`src/logic/cser_pkg.sv`:
```
package cser_pkg;

  // ********************************
  // register offsets
  // ********************************
  localparam logic [7:0] OFS_PORT_DETECT = 8'h12;
  localparam logic [7:0] OFS_USB_PORT_TYPE = 8'h13;
  localparam logic [7:0] OFS_CONTACT_DETECT = 8'h14;
  localparam logic [7:0] OFS_SYS_RESET_CTRL = 8'h18;
  localparam logic [7:0] OFS_ADAPTER_REQ = 8'h19;
  localparam logic [7:0] OFS_IR_COMP_CTRL = 8'h1a;
  localparam logic [7:0] OFS_IDENT = 8'h40;
  localparam logic [7:0] OFS_CHARGER_STATE = 8'h42;
  localparam logic [7:0] OFS_THERM_ZONE = 8'h43;
  localparam logic [7:0] OFS_ADC_HIGH = 8'h44;
  localparam logic [7:0] OFS_ADC_LOW = 8'h45;
  localparam logic [7:0] OFS_LOOP_STATUS = 8'h50;
  localparam logic [7:0] OFS_PROTECT_STATUS = 8'h51;
  localparam logic [7:0] OFS_TEMP_STATUS = 8'h52;
  localparam logic [7:0] OFS_FAULT_EVENTS = 8'h53;
  localparam logic [7:0] OFS_CHARGE_EVENTS = 8'h54;
  localparam logic [7:0] OFS_BOOST_EVENTS = 8'h55;

  // ********************************
  // reset values and field positions
  // ********************************
  localparam logic [2:0] RST_USB_RW = 3'h4;
  localparam logic [5:0] RST_CONTACT_RW = 6'h08;
  localparam logic [7:0] RST_SYS_RESET_CTRL = 8'h00;
  localparam logic [7:0] RST_ADAPTER_REQ = 8'h00;
  localparam logic [7:0] RST_IR_COMP_CTRL = 8'h40;
  localparam logic [2:0] RST_BOOST_RSV = 3'h0;
  localparam int SYS_RESET_DIS_BIT = 7;
  localparam int ADP_ENABLE_BIT = 7;
  localparam int ADP_SCHEME_BIT = 6;
  localparam int ADP_DIR_BIT = 5;
  localparam int IR_RES_LSB = 3;
  localparam int IR_CLAMP_LSB = 0;
  localparam int BOOST_RSV_LSB = 2;
  // read-to-clear bits that really latch events
  localparam logic [7:0] CHARGE_EVENT_BITS = 8'hfb;
  localparam logic [7:0] BOOST_EVENT_BITS = 8'he3;

  // ********************************
  // adapter request and compensation scaling
  // ********************************
  localparam logic [15:0] ADP_BASE_MV = 16'h157c;
  localparam logic [15:0] ADP_STEP_MV = 16'h01f4;
  localparam logic [4:0] ADP_CODE_MAX = 5'h12;
  localparam logic [4:0] ADP_CODE_SELF_TEST = 5'h1e;
  localparam logic [4:0] ADP_CODE_CABLE_OFF = 5'h1f;
  localparam logic [7:0] IR_RES_STEP_MOHM = 8'h19;
  localparam logic [7:0] IR_CLAMP_STEP_MV = 8'h20;

  // ********************************
  // encodings
  // ********************************
  typedef enum logic [2:0] {
    CSER_USB_NONE = 3'b000, CSER_USB_BUSY = 3'b001, CSER_USB_SDP = 3'b010,
    CSER_USB_SDP_NSTD = 3'b011, CSER_USB_DCP = 3'b100, CSER_USB_CDP = 3'b101
  } cser_usb_t;
  typedef enum logic [1:0] {
    CSER_CHG_READY = 2'b00, CSER_CHG_ACTIVE = 2'b01, CSER_CHG_DONE = 2'b10,
    CSER_PROTECTION_STATUS = 2'b11
  } cser_chg_t;
  typedef enum logic [2:0] {
    CSER_NTC_NORMAL = 3'b000, CSER_NTC_WARM = 3'b010, CSER_NTC_COOL = 3'b011,
    CSER_NTC_COLD = 3'b101, CSER_NTC_HOT = 3'b110
  } cser_ntc_t;

endpackage : cser_pkg

```
`src/logic/cser_regs.sv`:
```
// Functional notes
// RULE1: port type field reports none, busy, standard, nonstandard, dedicated, charging-downstream.
// RULE2: dedicated, charging-downstream and standard port flags at bits 2..0, reset zero.
// RULE3: bit 1 reads one once data contact timeout expired.
// RULE4: bit 0 reads one when dedicated or charging-downstream port found.
// RULE5: system reset stays enabled while control bit 7 is zero.
// RULE6: adapter pulses pass only while enabled; scheme and direction bits alongside.
// RULE7: voltage code maps 5.5 V upward by 0.5 V; top codes special.
// RULE8: IR compensation resistance 0..175 milliohm, 25 milliohm steps, reset zero.
// RULE9: IR compensation clamp 0..224 mV, 32 mV steps, reset zero.
// RULE10: identification byte holds vendor nibble high, revision nibble low.
// RULE11: two-bit charger state: ready, charging, done, fault.
// RULE12: bit 5 fast-charge level, bit 4 trickle level.
// RULE13: bit 3 boost mode, bit 2 boost bus overvoltage.
// RULE14: status bit 0 reads one while ADC converts.
// RULE15: three-bit thermistor zone: normal, warm, cool, cold, hot.
// RULE16: ADC result as high and low byte registers, reset zero; the block reads ADC_RESULT straight through, with no reset.
// RULE17: power-good bit reflects input inside its valid window.
// RULE18: bits 6..4 show input voltage, input current and thermal loops active.
// RULE19: bus, battery, system overvoltage and system undervoltage live at bits 7..4.
// RULE20: battery hot, warm, cool, cold at bits 7..4, zero when normal.
// RULE21: fault flags latch, plus one flag per status register change.
// RULE22: charge progress flags latch until read.
// RULE23: boost flags latch until read; reserved bits 4..2 writable.
// RULE24: a flag with its mask bit set raises no interrupt.
// RULE25: an event in the same cycle as its read keeps the flag set.
`timescale 1ns/1ps

module cser_regs #(
  parameter logic [3:0] VENDOR_CODE = 4'h3,  // arbitrary value
  parameter logic [3:0] SILICON_REVISION = 4'h1  // arbitrary value
) (
  input wire logic CLK_SYS,
  input wire logic RST,
  input wire logic [7:0] REG_ADDR,
  input wire logic [7:0] REG_WDATA,
  input wire logic REG_WR,
  input wire logic REG_RD,
  output logic [7:0] REG_RDATA,
  input wire logic [2:0] USB_PORT_TYPE,
  input wire logic STANDARD_CHARGING_PORT_FLAG,
  input wire logic CDP_FLAG,
  input wire logic SDP_FLAG,
  input wire logic CONTACT_TIMEOUT_FLAG,
  input wire logic [1:0] CHARGER_STATE_CODE,
  input wire logic FAST_LEVEL_FLAG,
  input wire logic TRICKLE_LEVEL_FLAG,
  input wire logic BOOST_MODE_FLAG,
  input wire logic BOOST_BUS_OVERVOLT,
  input wire logic [2:0] THERMISTOR_ZONE_CODE,
  input wire logic [3:0] LOOP_STATUS,
  input wire logic [3:0] PROTECTION_STATUS,
  input wire logic [3:0] TEMP_STATUS,
  input wire logic ADC_BUSY,
  input wire logic [15:0] ADC_RESULT,
  input wire logic [4:0] FAULT_EVENTS,
  input wire logic [7:0] CHARGE_EVENTS,
  input wire logic [7:0] BOOST_EVENTS,
  input wire logic [7:0] FAULT_MASK,
  input wire logic [7:0] CHARGE_MASK,
  input wire logic [7:0] BOOST_MASK,
  input wire logic ADAPTER_PULSE_REQ,
  output logic EVENT_PENDING,
  output logic SYS_RESET_ENABLE,
  output logic ADAPTER_PULSE,
  output logic ADAPTER_SCHEME_SELECT,
  output logic ADAPTER_STEP_DIRECTION,
  output logic [15:0] ADAPTER_TARGET_MV,
  output logic ADAPTER_SELF_TEST,
  output logic CABLE_COMP_DISABLE,
  output logic ADAPTER_CODE_RESERVED,
  output logic [7:0] IR_COMP_MOHM,
  output logic [7:0] IR_COMP_CLAMP_MV
);

  // ********************************
  // state
  // ********************************
  typedef struct packed {
    logic [27:0] sync1;
    logic [27:0] sync2;
    logic [11:0] prev_stat;
    logic [2:0] usb_rw;
    logic [5:0] contact_rw;
    logic [7:0] sys_reset_ctrl;
    logic [7:0] adapter_req;
    logic [7:0] ir_comp_ctrl;
    logic [2:0] boost_rsv;
    logic [7:0] fault_ev;
    logic [7:0] charge_ev;
    logic [7:0] boost_ev;
    logic [7:0] rdata;
    logic pending;
    logic rst_en;
    logic pulse;
    logic [15:0] target_mv;
    logic self_test;
    logic cable_off;
    logic code_rsv;
    logic [7:0] ir_mohm;
    logic [7:0] ir_mv;
  } cser_state_t;

  cser_state_t s_q;
  cser_state_t s_d;

  // pin-level status from analog comparators, not on this clock
  logic [27:0] async_in;
  assign async_in = {USB_PORT_TYPE, STANDARD_CHARGING_PORT_FLAG, CDP_FLAG, SDP_FLAG,
                     CONTACT_TIMEOUT_FLAG, CHARGER_STATE_CODE, FAST_LEVEL_FLAG,
                     TRICKLE_LEVEL_FLAG, BOOST_MODE_FLAG, BOOST_BUS_OVERVOLT,
                     THERMISTOR_ZONE_CODE, LOOP_STATUS, PROTECTION_STATUS, TEMP_STATUS};

  // synchronised views
  logic [2:0] usb_type;
  logic dcp;
  logic cdp;
  logic sdp;
  logic dcd_timeout;
  logic [1:0] chg_state;
  logic fast_lvl;
  logic trickle_lvl;
  logic boost_mode;
  logic boost_ovp;
  logic [2:0] ntc_zone;
  logic [3:0] loop_stat;
  logic [3:0] prot_stat;
  logic [3:0] temp_stat;
  assign usb_type = s_q.sync2[27:25];
  assign dcp = s_q.sync2[24];
  assign cdp = s_q.sync2[23];
  assign sdp = s_q.sync2[22];
  assign dcd_timeout = s_q.sync2[21];
  assign chg_state = s_q.sync2[20:19];
  assign fast_lvl = s_q.sync2[18];
  assign trickle_lvl = s_q.sync2[17];
  assign boost_mode = s_q.sync2[16];
  assign boost_ovp = s_q.sync2[15];
  assign ntc_zone = s_q.sync2[14:12];
  assign loop_stat = s_q.sync2[11:8];
  assign prot_stat = s_q.sync2[7:4];
  assign temp_stat = s_q.sync2[3:0];

  logic loop_changed;
  logic prot_changed;
  logic temp_changed;
  assign loop_changed = loop_stat != s_q.prev_stat[11:8];
  assign prot_changed = prot_stat != s_q.prev_stat[7:4];
  assign temp_changed = temp_stat != s_q.prev_stat[3:0];

  logic wr_hit;
  logic rd_hit;
  assign wr_hit = REG_WR;
  assign rd_hit = REG_RD;

  // ********************************
  // next state
  // ********************************
  always_comb begin
    logic [7:0] rd_val;
    logic [7:0] fault_new;
    logic [7:0] charge_new;
    logic [7:0] boost_new;
    logic [4:0] code;
    rd_val = 8'h00;
    fault_new = 8'h00;
    charge_new = 8'h00;
    boost_new = 8'h00;
    code = 5'h00;
    s_d = s_q;
    s_d.sync1 = async_in;
    s_d.sync2 = s_q.sync1;
    s_d.prev_stat = {loop_stat, prot_stat, temp_stat};

    // readback of the block's own view
    case (REG_ADDR)
      cser_pkg::OFS_PORT_DETECT: rd_val = {5'h00, dcp, cdp, sdp};  // see RULE2
      cser_pkg::OFS_USB_PORT_TYPE: rd_val = {s_q.usb_rw, 2'h0, usb_type};  // see RULE1
      cser_pkg::OFS_CONTACT_DETECT: begin
        rd_val = {s_q.contact_rw, dcd_timeout, dcp | cdp};  // see RULE3 see RULE4
      end
      cser_pkg::OFS_SYS_RESET_CTRL: rd_val = s_q.sys_reset_ctrl;
      cser_pkg::OFS_ADAPTER_REQ: rd_val = s_q.adapter_req;
      cser_pkg::OFS_IR_COMP_CTRL: rd_val = s_q.ir_comp_ctrl;
      cser_pkg::OFS_IDENT: rd_val = {VENDOR_CODE, SILICON_REVISION};  // see RULE10
      cser_pkg::OFS_CHARGER_STATE: begin
        // see RULE11 see RULE12 see RULE13 see RULE14
        rd_val = {chg_state, fast_lvl, trickle_lvl, boost_mode, boost_ovp, 1'b0, ADC_BUSY};
      end
      cser_pkg::OFS_THERM_ZONE: rd_val = {1'b0, ntc_zone, 4'h0};  // see RULE15
      cser_pkg::OFS_ADC_HIGH: rd_val = ADC_RESULT[15:8];  // see RULE16
      cser_pkg::OFS_ADC_LOW: rd_val = ADC_RESULT[7:0];  // see RULE16
      cser_pkg::OFS_LOOP_STATUS: rd_val = {loop_stat, 4'h0};  // see RULE17 see RULE18
      cser_pkg::OFS_PROTECT_STATUS: rd_val = {prot_stat, 4'h0};  // see RULE19
      cser_pkg::OFS_TEMP_STATUS: rd_val = {temp_stat, 4'h0};  // see RULE20
      cser_pkg::OFS_FAULT_EVENTS: rd_val = s_q.fault_ev;
      cser_pkg::OFS_CHARGE_EVENTS: rd_val = s_q.charge_ev;
      cser_pkg::OFS_BOOST_EVENTS: begin
        rd_val = {s_q.boost_ev[7:5], s_q.boost_rsv, s_q.boost_ev[1:0]};
      end
      default: rd_val = 8'h00;
    endcase
    s_d.rdata = rd_hit ? rd_val : s_q.rdata;

    // writes; read-only bits simply ignore the data
    if (wr_hit) begin
      case (REG_ADDR)
        cser_pkg::OFS_USB_PORT_TYPE: s_d.usb_rw = REG_WDATA[7:5];
        cser_pkg::OFS_CONTACT_DETECT: s_d.contact_rw = REG_WDATA[7:2];
        cser_pkg::OFS_SYS_RESET_CTRL: s_d.sys_reset_ctrl = REG_WDATA;
        cser_pkg::OFS_ADAPTER_REQ: s_d.adapter_req = REG_WDATA;
        cser_pkg::OFS_IR_COMP_CTRL: s_d.ir_comp_ctrl = REG_WDATA;
        cser_pkg::OFS_BOOST_EVENTS: begin
          s_d.boost_rsv = REG_WDATA[cser_pkg::BOOST_RSV_LSB +: 3];  // see RULE23
        end
        default: s_d.usb_rw = s_q.usb_rw;
      endcase
    end

    // sticky flags: a new event wins over the read that clears
    fault_new = {FAULT_EVENTS, loop_changed, prot_changed, temp_changed};  // see RULE21
    charge_new = CHARGE_EVENTS & cser_pkg::CHARGE_EVENT_BITS;  // see RULE22
    boost_new = BOOST_EVENTS & cser_pkg::BOOST_EVENT_BITS;  // see RULE23
    s_d.fault_ev = ((rd_hit && REG_ADDR == cser_pkg::OFS_FAULT_EVENTS) ? 8'h00
                    : s_q.fault_ev) | fault_new;  // see RULE25
    s_d.charge_ev = ((rd_hit && REG_ADDR == cser_pkg::OFS_CHARGE_EVENTS) ? 8'h00
                     : s_q.charge_ev) | charge_new;  // see RULE25
    s_d.boost_ev = ((rd_hit && REG_ADDR == cser_pkg::OFS_BOOST_EVENTS) ? 8'h00
                    : s_q.boost_ev) | boost_new;  // see RULE25
    s_d.pending = |(s_d.fault_ev & ~FAULT_MASK) | |(s_d.charge_ev & ~CHARGE_MASK)
                  | |(s_d.boost_ev & ~BOOST_MASK);  // see RULE24

    // controls follow the registers one cycle later
    s_d.rst_en = ~s_q.sys_reset_ctrl[cser_pkg::SYS_RESET_DIS_BIT];  // see RULE5
    s_d.pulse = ADAPTER_PULSE_REQ & s_q.adapter_req[cser_pkg::ADP_ENABLE_BIT];  // see RULE6
    code = s_q.adapter_req[4:0];
    s_d.self_test = code == cser_pkg::ADP_CODE_SELF_TEST;  // see RULE7
    s_d.cable_off = code == cser_pkg::ADP_CODE_CABLE_OFF;  // see RULE7
    s_d.code_rsv = code > cser_pkg::ADP_CODE_MAX && code < cser_pkg::ADP_CODE_SELF_TEST;
    // reserved and special codes carry no voltage target
    s_d.target_mv = (code <= cser_pkg::ADP_CODE_MAX)
                    ? 16'(cser_pkg::ADP_BASE_MV + 16'(code) * cser_pkg::ADP_STEP_MV)
                    : 16'h0000;  // see RULE7
    s_d.ir_mohm = 8'(8'(s_q.ir_comp_ctrl[cser_pkg::IR_RES_LSB +: 3])
                     * cser_pkg::IR_RES_STEP_MOHM);  // see RULE8
    s_d.ir_mv = 8'(8'(s_q.ir_comp_ctrl[cser_pkg::IR_CLAMP_LSB +: 3])
                   * cser_pkg::IR_CLAMP_STEP_MV);  // see RULE9
  end

  always_ff @(posedge CLK_SYS or posedge RST) begin
    if (RST) begin
      s_q <= '0;
      s_q.usb_rw <= cser_pkg::RST_USB_RW;
      s_q.contact_rw <= cser_pkg::RST_CONTACT_RW;
      s_q.sys_reset_ctrl <= cser_pkg::RST_SYS_RESET_CTRL;
      s_q.adapter_req <= cser_pkg::RST_ADAPTER_REQ;
      s_q.ir_comp_ctrl <= cser_pkg::RST_IR_COMP_CTRL;
      s_q.boost_rsv <= cser_pkg::RST_BOOST_RSV;
      s_q.rst_en <= 1'b1;
      s_q.target_mv <= cser_pkg::ADP_BASE_MV;
    end else begin
      s_q <= s_d;
    end
  end

  // ********************************
  // outputs
  // ********************************
  assign REG_RDATA = s_q.rdata;
  assign EVENT_PENDING = s_q.pending;
  assign SYS_RESET_ENABLE = s_q.rst_en;
  assign ADAPTER_PULSE = s_q.pulse;
  assign ADAPTER_SCHEME_SELECT = s_q.adapter_req[cser_pkg::ADP_SCHEME_BIT];
  assign ADAPTER_STEP_DIRECTION = s_q.adapter_req[cser_pkg::ADP_DIR_BIT];
  assign ADAPTER_TARGET_MV = s_q.target_mv;
  assign ADAPTER_SELF_TEST = s_q.self_test;
  assign CABLE_COMP_DISABLE = s_q.cable_off;
  assign ADAPTER_CODE_RESERVED = s_q.code_rsv;
  assign IR_COMP_MOHM = s_q.ir_mohm;
  assign IR_COMP_CLAMP_MV = s_q.ir_mv;
endmodule : cser_regs

```
`config.mk`:
```
export PLATFORM = sky130hd
export DESIGN_NAME = cser_regs
export DESIGN_NICKNAME = d
export VERILOG_FILES = /design/src/logic/cser_pkg.sv /design/src/logic/cser_regs.sv
export SDC_FILE = /design/constraint.sdc
export NUM_CORES = 1
export LEC_CHECK = 0
export BUFFER_PORTS_ARGS = -buffer_cell sky130_fd_sc_hd__buf_2
export CAP_MARGIN = 20
export CORE_MARGIN = 5
export CORE_UTILIZATION = 55
export DETAILED_ROUTE_END_ITERATION = 10
export MAX_ROUTING_LAYER = met4
export PLACE_DENSITY = 0.79
export SETUP_SLACK_MARGIN = 0.5
export SLEW_MARGIN = 40
export SYNTH_ARGS = -nofsm -noshare
export SYNTH_HDL_FRONTEND = slang
export SYNTH_SLANG_ARGS = --single-unit
```
`constraint.sdc`:
```
create_clock -name CLK_SYS -period 6.75 [get_ports CLK_SYS]
set_input_delay 0.3375 -clock CLK_SYS [delete_from_list [all_inputs] [get_ports CLK_SYS]]
set_output_delay 0.3375 -clock CLK_SYS [all_outputs]
set_load 0.005 [all_outputs]
```
Word level (Yosys, flattened, before mapping)
Index checks and enable logic that the tools add are counted.
{"block": "word_totals", "regBits": 168, "input_bits": 111, "output_inout_bits": 48, "elab_cells": 82}
{"block": "op_classes", "add_sub_neg": 1, "n_mul": 2, "magnitude_cmp": 3, "n_eq_ne": 22, "mux": 5, "bitwise": 14, "n_reduce_logical": 13}
{"cell": "$pmux W8 S17", "n": 1}
{"cell": "$eq A8 B7 Y1 const B", "n": 11}
{"cell": "$eq A8 B5 Y1 const B", "n": 6}
{"cell": "$and A8 B8 Y8", "n": 3}
{"cell": "$mux W8", "n": 3}
{"cell": "$not A8 Y8", "n": 3}
{"cell": "$or A8 B8 Y8", "n": 3}
{"cell": "$reduce_or A8 Y1", "n": 3}
{"cell": "$add A13 B14 Y15 const A", "n": 1}
{"cell": "$mux W15", "n": 1}
{"cell": "$mul A5 B7 Y12 const B", "n": 1}
{"cell": "$ne A4 B4 Y1", "n": 3}
{"cell": "$reduce_and A2 Y1", "n": 6}
{"cell": "$eq A5 B5 Y1 const B", "n": 2}
{"cell": "$mul A3 B5 Y8 const B", "n": 1}
{"cell": "$gt A5 B5 Y1 const B", "n": 1}
{"cell": "$le A5 B5 Y1 const B", "n": 1}
{"cell": "$lt A5 B5 Y1 const B", "n": 1}
{"cell": "$logic_and A1 B1 Y1", "n": 4}
{"cell": "$or A1 B1 Y1", "n": 3}
{"cell": "$and A1 B1 Y1", "n": 1}
{"cell": "$not A1 Y1", "n": 1}

Longest topological paths before layout
Gate-level depths: netlist of run 1.
{"block": "depth", "word_depth": 8, "depth_mapped": 12}

Worst setup path before layout of run 1
OpenSTA, ideal clock, no wires.
{"block": "synth_timing", "path_kind": "register to register", "start": "reg s_q[83] in the netlist's numbering", "end": "reg s_q, in the netlist ADAPTER_TARGET_MV[13]", "setup_ps": 79, "arrival_time_ps": 3715, "t_required_ps": 6671, "slack_ps": 2955, "path_stages_with_launch": 13, "n_path_buf": 0, "period_less_slack_ps": 3795, "cell_sequence": "dfrtp_1 fa_1 inv_1 fa_1 fa_1 inv_1 ha_1 a21o_1 a221oi_1 xnor2_1 a21o_1 a21oi_1 mux2i_1"}
{"item": "start: declaration", "line_no": "cser_regs.sv:104", "rtl": "cser_state_t s_q;"}

==> results of run 1 <==
sequential cells by signal, summed over array words and instances (netlist names), 4 cells and up:
signal	flops
prot_stat	4
IR_COMP_MOHM	7
ADAPTER_TARGET_MV	13
REG_RDATA	8
loop_stat	4
s_d	32
s_q	75
cells by family after synthesis:
family,after synthesis,synth area share (%)
other,1,0.04698
and+or+nand+nor,133,10.13
xor gates and xnor gates,25,2.743
AOI/OAI and AO/OA,140,12.34
muxes,55,7.539
DFF,165,51.91
buffers and inverters,118,7.618
adders and majority gates,43,7.680
layout make-up:
cell class | instances | share of cell area (%)
clock buffers | 17 | 4.461
flip-flops and latches | 165 | 43.46
diodes | 1 | 0.02624
multi-input cells | 404 | 34.27
well taps | 184 | 2.414
repair buffers | 178 | 10.98
inverters | 56 | 2.257
clock inverters | 15 | 2.126
worst paths after layout:
kind	start	to	slack (ps)	cells after the start
worst min-delay path	RST	dcp	-10	2
worst min register to register	s_d[124]	prot_stat[2]	350	0
min in group CLK_SYS	BOOST_EVENTS[6]	s_q[52]	90	2
worst max-delay path	s_q[83]	ADAPTER_TARGET_MV[13]	2650	12
worst max register to register	s_q[83]	ADAPTER_TARGET_MV[13]	2650	12
max in group asynchronous	RST	ADAPTER_TARGET_MV[9]	5580	3
power by group through the flow:
stage          clock, mW  sequential [mW]  combinational [mW]
2_1_floorplan          0             1.09               0.194
3_3_place_gp           0             1.09               0.249
3_5_place_dp           0             1.10               0.255
4_1_cts            0.994             1.08               0.270
5_1_grt             1.04             1.08               0.304
6_report           0.984             1.08               0.270
critical path: cells and delay by family, from the launching register on:
family	cells	cell delay [ps]
buf+inv	2	150
xor+xnor	1	160
mux	1	200
flops	1	550
fa+ha+maj	4	2030
compound gates	4	940
cell usage after synthesis, types with 3 or more instances:
| cell | count | area share [%] |
|---|---|---|
| sky130_fd_sc_hd__a211oi_1 | 4 | 0.38 |
| sky130_fd_sc_hd__a21o_1 | 20 | 1.9 |
| sky130_fd_sc_hd__a21oi_1 | 25 | 1.6 |
| sky130_fd_sc_hd__a221oi_1 | 5 | 0.55 |
| sky130_fd_sc_hd__a222oi_1 | 5 | 0.63 |
| sky130_fd_sc_hd__a22o_1 | 4 | 0.44 |
| sky130_fd_sc_hd__a22oi_1 | 17 | 1.6 |
| sky130_fd_sc_hd__a2bb2oi_1 | 4 | 0.44 |
| sky130_fd_sc_hd__a31oi_1 | 4 | 0.31 |
| sky130_fd_sc_hd__a32oi_1 | 3 | 0.33 |
| sky130_fd_sc_hd__and2_1 | 6 | 0.47 |
| sky130_fd_sc_hd__and3_1 | 5 | 0.39 |
| sky130_fd_sc_hd__and3b_1 | 3 | 0.33 |
| sky130_fd_sc_hd__buf_1 | 3 | 0.14 |
| sky130_fd_sc_hd__buf_2 | 9 | 0.56 |
| sky130_fd_sc_hd__buf_4 | 41 | 3.9 |
| sky130_fd_sc_hd__clkbuf_1 | 9 | 0.42 |
| sky130_fd_sc_hd__dfrtp_1 | 153 | 48 |
| sky130_fd_sc_hd__dfstp_2 | 12 | 3.9 |
| sky130_fd_sc_hd__fa_1 | 10 | 2.5 |
| sky130_fd_sc_hd__ha_1 | 33 | 5.2 |
| sky130_fd_sc_hd__inv_1 | 56 | 2.6 |
| sky130_fd_sc_hd__mux2_2 | 41 | 5.8 |
| sky130_fd_sc_hd__mux2i_1 | 14 | 1.8 |
| sky130_fd_sc_hd__nand2_1 | 22 | 1.0 |
| sky130_fd_sc_hd__nand2b_1 | 9 | 0.71 |
| sky130_fd_sc_hd__nand3_1 | 12 | 0.75 |
| sky130_fd_sc_hd__nand3_2 | 3 | 0.38 |
| sky130_fd_sc_hd__nand3b_1 | 5 | 0.47 |
| sky130_fd_sc_hd__nand4_1 | 3 | 0.24 |
| sky130_fd_sc_hd__nand4_4 | 3 | 0.80 |
| sky130_fd_sc_hd__nor2_1 | 25 | 1.2 |
| sky130_fd_sc_hd__nor2b_1 | 10 | 0.78 |
| sky130_fd_sc_hd__nor3_1 | 9 | 0.56 |
| sky130_fd_sc_hd__nor4_1 | 3 | 0.24 |
| sky130_fd_sc_hd__o2111ai_1 | 3 | 0.33 |
| sky130_fd_sc_hd__o21ai_0 | 15 | 0.94 |
| sky130_fd_sc_hd__o22ai_1 | 16 | 1.3 |
| sky130_fd_sc_hd__or3_1 | 4 | 0.31 |
| sky130_fd_sc_hd__or4_1 | 3 | 0.28 |
| sky130_fd_sc_hd__xnor2_1 | 20 | 2.2 |
| sky130_fd_sc_hd__xor2_1 | 5 | 0.55 |
per-layer routing:
metal,vias to the layer above,global-route usage [%]
met5,-,-
met4,0,8.651
met3,38,6.057
met2,225,37.51
met1,2842,30.41
li1,2640,-
==> implementation parameters, run 1 <==
Parameter                              Value

Drt
  Starting DRT DRC Count ... 567
  Number of nets still failing antenna checks after routing ... 0
  Top metal layer carrying routed signals ... met4
  Detailed-routed wire length on met2 ... 9372 um
  Count of TritonRoute iterations in the first routing pass ... 6
  DRC Markers ... 0
  DR WL/cell ... 18.70 um
  DR WL met3 ... 1532 um
  Sum of routed wire length over all layers ... 19080 um
  Per-cell via count in the routed design ... 5.632
  Detailed-route via count ... 5745
  Detailed-route wire length on metal 1 ... 7727 um

Die
  Number of standard-cell rows in the floorplan ... 44
  Horizontal extent of the die ... 130.5 um
  Core Region ... 14370 um^2
  Starting density of the core ... 55.56%
  Number of ports placed on the die boundary ... 159
  Die outline height ... 130.5 um
  Die area ... 17020 um^2

STA
  Post-Route Hold Slack ... -10.19 ps
  Fin Setup TNS ... 0 ps
  Peak clock frequency supported by timing ... 243.9 MHz
  Max_slew headroom ... 49.00%
  Count of pins over their slew limit ... 0
  Tightest Pin Transition ... 759.1 ps
  Share of the cycle needed by the critical path after routing ... 60.74%
  Maximum clock skew at final layout ... 10.70 ps
  Crit path setup slack, layout ... 2650 ps
  Final setup fails ... 0
  Crit path time final ... 4100 ps
  Unrepaired setup endpoints after global routing ... no
  Count of final hold-check violations ... 2

Global routing
  Overflow after GRT ... 0
  Largest net degree at the start of global routing ... 89
  Vias in the first global route ... 5854
  Antenna violations before repair ... 1
  Total routing resource utilization after global routing ... 23.91%
  Wire length of the first global-routing pass ... 30000 um

Clocking
  Root buffer selected by CTS ... sky130_fd_sc_hd__clkbuf_16
  Clock insertion delay at the later pin of the skew report ... 440 ps
  Htree depth ... 4
  Clock tree buffer depth ... 2
  Number of buffers inserted for hold repair after clock tree synthesis ... 28
  Number of buffers created by CTS ... 17
  Clock transition at the register clock pins on the worst setup and hold paths after CTS ... 80 ps
  Post-CTS setup buffer count ... 0
  Clock sink total ... 165
  Clock tree from TritonCTS ... yes
  CTS-repair resized insts ... 0

Power and ir drop
  Sw power ... 649.3 uW
  Total Power ... 2.331 mW
  Cell Pwr Density ... 244.4 nW/um^2
  Part of the total power dissipated in sequential elements ... 46.2%
  Static leakage ... 4.602 nW
  Share of total power in combinational logic ... 11.6%
  Worst vdd ir ... 252.3 uV
  Cell-internal power ... 1.681 mW
  Net Sw Frac ... 27.86%
  Power share of the clock group ... 42.2%

Setup path
  Kind of start point of the critical path ... register
  Most repeated library cell on the critical path ... sky130_fd_sc_hd__fa_1
  Peak fanout along the critical path ... 11
  Kind of critical path ... register to register
  Arrival time reported for the critical path endpoint ... 4460 ps
  Category of the worst setup path capture point ... register
  Worst-path cell chain ... fa_1 > inv_1 > fa_1 > fa_1 > inv_1 > ha_1 > a21o_1 > a221oi_1 > xnor2_1 > a21o_1 > a21oi_1 > mux2i_1
  Slowest-stage cell, CP ... sky130_fd_sc_hd__fa_1
  Worst path max stage delay ... 670 ps
  Worst Path Required ... 7110 ps

Place
  Input/output buffers ... 146
  Placed instance count ... 959
  Post-detailed-placement cell area ... 8617 um^2
  Placer Congestion ... 0.9182
  Post-detail-place hpwl ... 13850 um
  Worst slack, placed ... 2670 ps

Final layout
  Fillers ... 1082
  Most common library cell in the layout ignoring fill and taps ... sky130_fd_sc_hd__dfrtp_1
  Area growth from synthesis to layout ... 19.45%
  Net count, final ... 976
  Most used cells in the layout excluding fill and tap cells ... 153 x sky130_fd_sc_hd__dfrtp_1, 146 x sky130_fd_sc_hd__buf_2, 55 x sky130_fd_sc_hd__inv_1, 41 x sky130_fd_sc_hd__mux2_2, 33 x sky130_fd_sc_hd__ha_1
  Fin area ... 9535 um^2
  Multi-input combinational cell area ... 3268 um^2
  Register area ... 4144 um^2
  Post-route non-filler standard cell count ... 1020
  Final core utilization ... 66.36%
  Share of final-layout standard cells stronger than drive strength 1 ... 29.82%

Synth
  Synthesized area ... 7983 um^2
  Post-synth top flop ... sky130_fd_sc_hd__dfrtp_1
  Sequential area share after synthesis ... 51.91%
  Flop and latch count out of synthesis ... 165
  Fraction of registers with async set or reset after synthesis ... 100.0%
  Average cell area after synthesis ... 11.74 um^2
  Synthesized instance count ... 680
  Count of yosys warnings during synthesis ... 0
  Synth cell types ... 61
  Number of flops mapped to enable cells by yosys ... 0

Outcome
  Violations in the final reports ... hold timing
  Outcome ... complete, but fails checks

Job
  Number of max-capacitance violations reported ... 0

Hold path
  HP Class ... primary input to asynchronous set/reset pin
No activity file was read; power rests on OpenSTA's default activity.
==> inputs of run 2 (changes only) <==
ABC_AREA = 1   (was not set)
CORE_UTILIZATION = 50   (was 55)
PLACE_DENSITY = 0.75   (was 0.79)
clock period = 3.71 ns   (was 6.75 ns; I/O delays follow)
==> implementation parameters, run 2 <==
Parameter                              Value

Clocking
  Clock sink total ... 165
  Clock insertion delay at the later pin of the skew report ... 430 ps
  Number of buffers created by CTS ... 17
  Clock tree buffer depth ... 2
  Root buffer selected by CTS ... sky130_fd_sc_hd__clkbuf_16
  Clock tree from TritonCTS ... yes
  Htree depth ... 4
  Clock transition at the register clock pins on the worst setup and hold paths after CTS ... 70 ps

Global routing
  Antenna violations before repair ... 0
  Largest net degree at the start of global routing ... 166
  Overflow after GRT ... 0
  Wire length of the first global-routing pass ... 30470 um
  Vias in the first global route ... 6281
  Total routing resource utilization after global routing ... 21.91%

Power and ir drop
  Static leakage ... 5.480 nW
  Cell Pwr Density ... 433.6 nW/um^2
  Total Power ... 4.330 mW
  Worst vdd ir ... 451.2 uV

Place
  Placed instance count ... 1217
  Post-detail-place hpwl ... 13320 um
  Post-detailed-placement cell area ... 8696 um^2
  Placer Congestion ... 0.8866
  Input/output buffers ... 146

Setup path
  Worst path max stage delay ... 590 ps
  Worst Path Required ... 4060 ps
  Worst r2r path cells ... 15
  Cell family with most CP delay ... adder cells
  Startpoint of the most critical register-to-register path ... s_q[83]
  Worst reg2reg endpoint ... ADAPTER_TARGET_MV[12]
  Slowest-stage cell, CP ... sky130_fd_sc_hd__fa_2
  Crit. path cell count ... 15
  Slack of the worst reg-to-reg path ... 450 ps
  Category of the worst setup path capture point ... register
  Buffers plus inverters on the worst setup path ... 3
  Peak fanout along the critical path ... 6
  Arrival time reported for the critical path endpoint ... 3610 ps
  Critical path origin ... s_q[83]
  Kind of critical path ... register to register
  Critical path endpoint ... ADAPTER_TARGET_MV[12]
  Worst-path cell chain ... fa_2 > inv_2 > fa_1 > fa_1 > inv_2 > ha_4 > a21oi_4 > nand2_4 > nand3_2 > nand2_1 > nand2_1 > nand2_2 > buf_4 > a21oi_1 > nor2_1
  Kind of start point of the critical path ... register

Final layout
  Most common library cell in the layout ignoring fill and taps ... sky130_fd_sc_hd__nand2_1
  Net count, final ... 1233
  Most used cells in the layout excluding fill and tap cells ... 269 x sky130_fd_sc_hd__nand2_1, 150 x sky130_fd_sc_hd__dfrtp_1, 146 x sky130_fd_sc_hd__buf_2, 109 x sky130_fd_sc_hd__inv_1, 60 x sky130_fd_sc_hd__nand3_1
  Fin area ... 9987 um^2
  Area growth from synthesis to layout ... 25.72%
  Flip-flop count of the largest register after layout ... 75
  Final core utilization ... 63.56%
  Count of inserted antenna diode cells ... 0
  Post-route non-filler standard cell count ... 1308
  Share of final-layout standard cells stronger than drive strength 1 ... 23.81%
  Top reg by flops ... s_q

Drt
  Starting DRT DRC Count ... 430
  Sum of routed wire length over all layers ... 18940 um
  Per-cell via count in the routed design ... 4.809
  Count of TritonRoute iterations in the first routing pass ... 5
  DR WL/cell ... 14.48 um
  Number of nets still failing antenna checks after routing ... 0
  Detailed-route via count ... 6290
  DRC Markers ... 0

STA
  Unrepaired setup endpoints after global routing ... yes
  Fin Setup TNS ... 0 ps
  Crit path time final ... 3261 ps
  Peak clock frequency supported by timing ... 306.7 MHz
  Count of final hold-check violations ... 0
  Tightest Pin Transition ... 670.2 ps
  Count of pins over their slew limit ... 0
  Final setup fails ... 0
  Maximum clock skew at final layout ... 11.50 ps
  Max_slew headroom ... 55.16%
  Share of the cycle needed by the critical path after routing ... 87.90%

Die
  Horizontal extent of the die ... 136.0 um
  Number of ports placed on the die boundary ... 159
  Core Region ... 15710 um^2
  Starting density of the core ... 50.56%
  Die area ... 18510 um^2
  Die outline height ... 136.0 um
  Number of standard-cell rows in the floorplan ... 46

Synth
  Post-synth top flop ... sky130_fd_sc_hd__dfrtp_1
  Count of yosys warnings during synthesis ... 0
  Flop and latch count out of synthesis ... 165
  Synthesized area ... 7944 um^2
  Synthesized instance count ... 895
  Area share of the leading cell type in the synthesized netlist ... 48.20%
  Average cell area after synthesis ... 8.876 um^2
  Number of flops mapped to enable cells by yosys ... 0
  Cell with the most instances after synthesis ... sky130_fd_sc_hd__nand2_1
  Sequential area share after synthesis ... 52.17%
  Synth cell types ... 35
  Most used standard cells in the synthesized netlist ... 276 x sky130_fd_sc_hd__nand2_1, 153 x sky130_fd_sc_hd__dfrtp_1, 112 x sky130_fd_sc_hd__inv_1
  Fraction of registers with async set or reset after synthesis ... 100.0%
  Cell type with the highest aggregate area in the netlist ... sky130_fd_sc_hd__dfrtp_1
  Ranking of synthesized cells by area ... sky130_fd_sc_hd__dfrtp_1 48%, sky130_fd_sc_hd__nand2_1 13%, sky130_fd_sc_hd__inv_1 5.3%

Hold path
  HP Class ... primary input to register
  Count of cells along the worst hold path ... 2

Job
  Number of max-capacitance violations reported ... 0

Outcome
  Outcome ... complete, no violations
-- run 2: cell types whose count changed after synthesis, moves of 20 or more --
cell                      delta
sky130_fd_sc_hd__mux2_2     -41
sky130_fd_sc_hd__nor2_1     +22
sky130_fd_sc_hd__nand2_1   +254
sky130_fd_sc_hd__a21o_1     -20
sky130_fd_sc_hd__nand3_1    +50
sky130_fd_sc_hd__inv_1      +56
-- run 2: cell families after synthesis --
family                     after synthesis  share of synthesized area (%)
xor gates and xnor gates                16                          1.764
and+or+nand+nor                        428                          23.36
adders and majority gates               43                          7.718
DFF                                    165                          52.17
AOI/OAI and AO/OA                       73                          4.836
other                                    1                        0.04721
buffers and inverters                  169                          10.11
-- run 2: repair_timing --
action                                  in CTS  in global routing
pin swaps                                   13                  6
endpoints found under the hold margin       45                 53
endpoints found under the setup margin       6                  5
setup buffers                                8                  4
hold buffers                                45                  1
gates cloned                                 0                  0
resized for setup                           16                  5
-- run 2: worst min path at each step --
stage	slack (ps)	from	to
6_report	60	FAULT_EVENTS[1]	s_q[66]
5_1_grt	40	FAULT_EVENTS[1]	s_q[66]
4_1_cts	40	FAULT_EVENTS[1]	s_q[66]
3_5_place_dp	290	CHARGER_STATE_CODE[0]	s_d[137]
3_3_place_gp	290	PROTECTION_STATUS[3]	s_d[125]
2_1_floorplan	220	TEMP_STATUS[0]	s_d[118]
-- run 2: worst register-to-register path, cell delays in order (launching register included) --
cell,delay [ps]
sky130_fd_sc_hd__dfrtp_2,450
sky130_fd_sc_hd__fa_2,590
sky130_fd_sc_hd__inv_2,40
sky130_fd_sc_hd__fa_1,450
sky130_fd_sc_hd__fa_1,510
sky130_fd_sc_hd__inv_2,40
sky130_fd_sc_hd__ha_4,240
sky130_fd_sc_hd__a21oi_4,140
sky130_fd_sc_hd__nand2_4,90
sky130_fd_sc_hd__nand3_2,70
sky130_fd_sc_hd__nand2_1,50
sky130_fd_sc_hd__nand2_1,70
sky130_fd_sc_hd__nand2_2,100
sky130_fd_sc_hd__buf_4,150
sky130_fd_sc_hd__a21oi_1,130
sky130_fd_sc_hd__nor2_1,60
-- run 2: area by class of cell --
| cell class | count | area [um^2] |
|---|---|---|
| well taps | 216 | 270.3 |
| clock inverters | 15 | 203.9 |
| flip-flops and latches | 165 | 4148 |
| fillers | 1261 | 5725 |
| multi-input cells | 568 | 3146 |
| clock buffers | 17 | 425.4 |
| inverters | 120 | 454.2 |
| repair buffers | 207 | 1340 |
-- run 2: where the power goes --
group	switching (mW)	leakage (nW)	internal, mW	total [mW]
registers	0.0436	1.98	1.91	1.96
clock network	0.772	0.308	1.09	1.86
logic	0.278	3.19	0.234	0.512
-- run 2: through the flow --
step	hold WS (ps)	setup slack, ps
6_report	58.02	449.1
3_5_place_dp	294.8	288.1
3_3_place_gp	293.7	367.7
2_1_floorplan	216.9	503.5
5_1_grt	42.20	281.2
4_1_cts	41.42	485.2
-- run 2: per-layer routing --
metal | vias up | part of all wire, % | routed length, um | global-route usage, %
met3 | 46 | 6.7 | 1277 | 5.922
met4 | 0 | 3.3 | 629 | 8.175
met1 | 2925 | 41 | 7787 | 26.49
li1 | 3110 | - | - | -
met5 | - | 0 | 0 | -
met2 | 209 | 49 | 9242 | 35.39
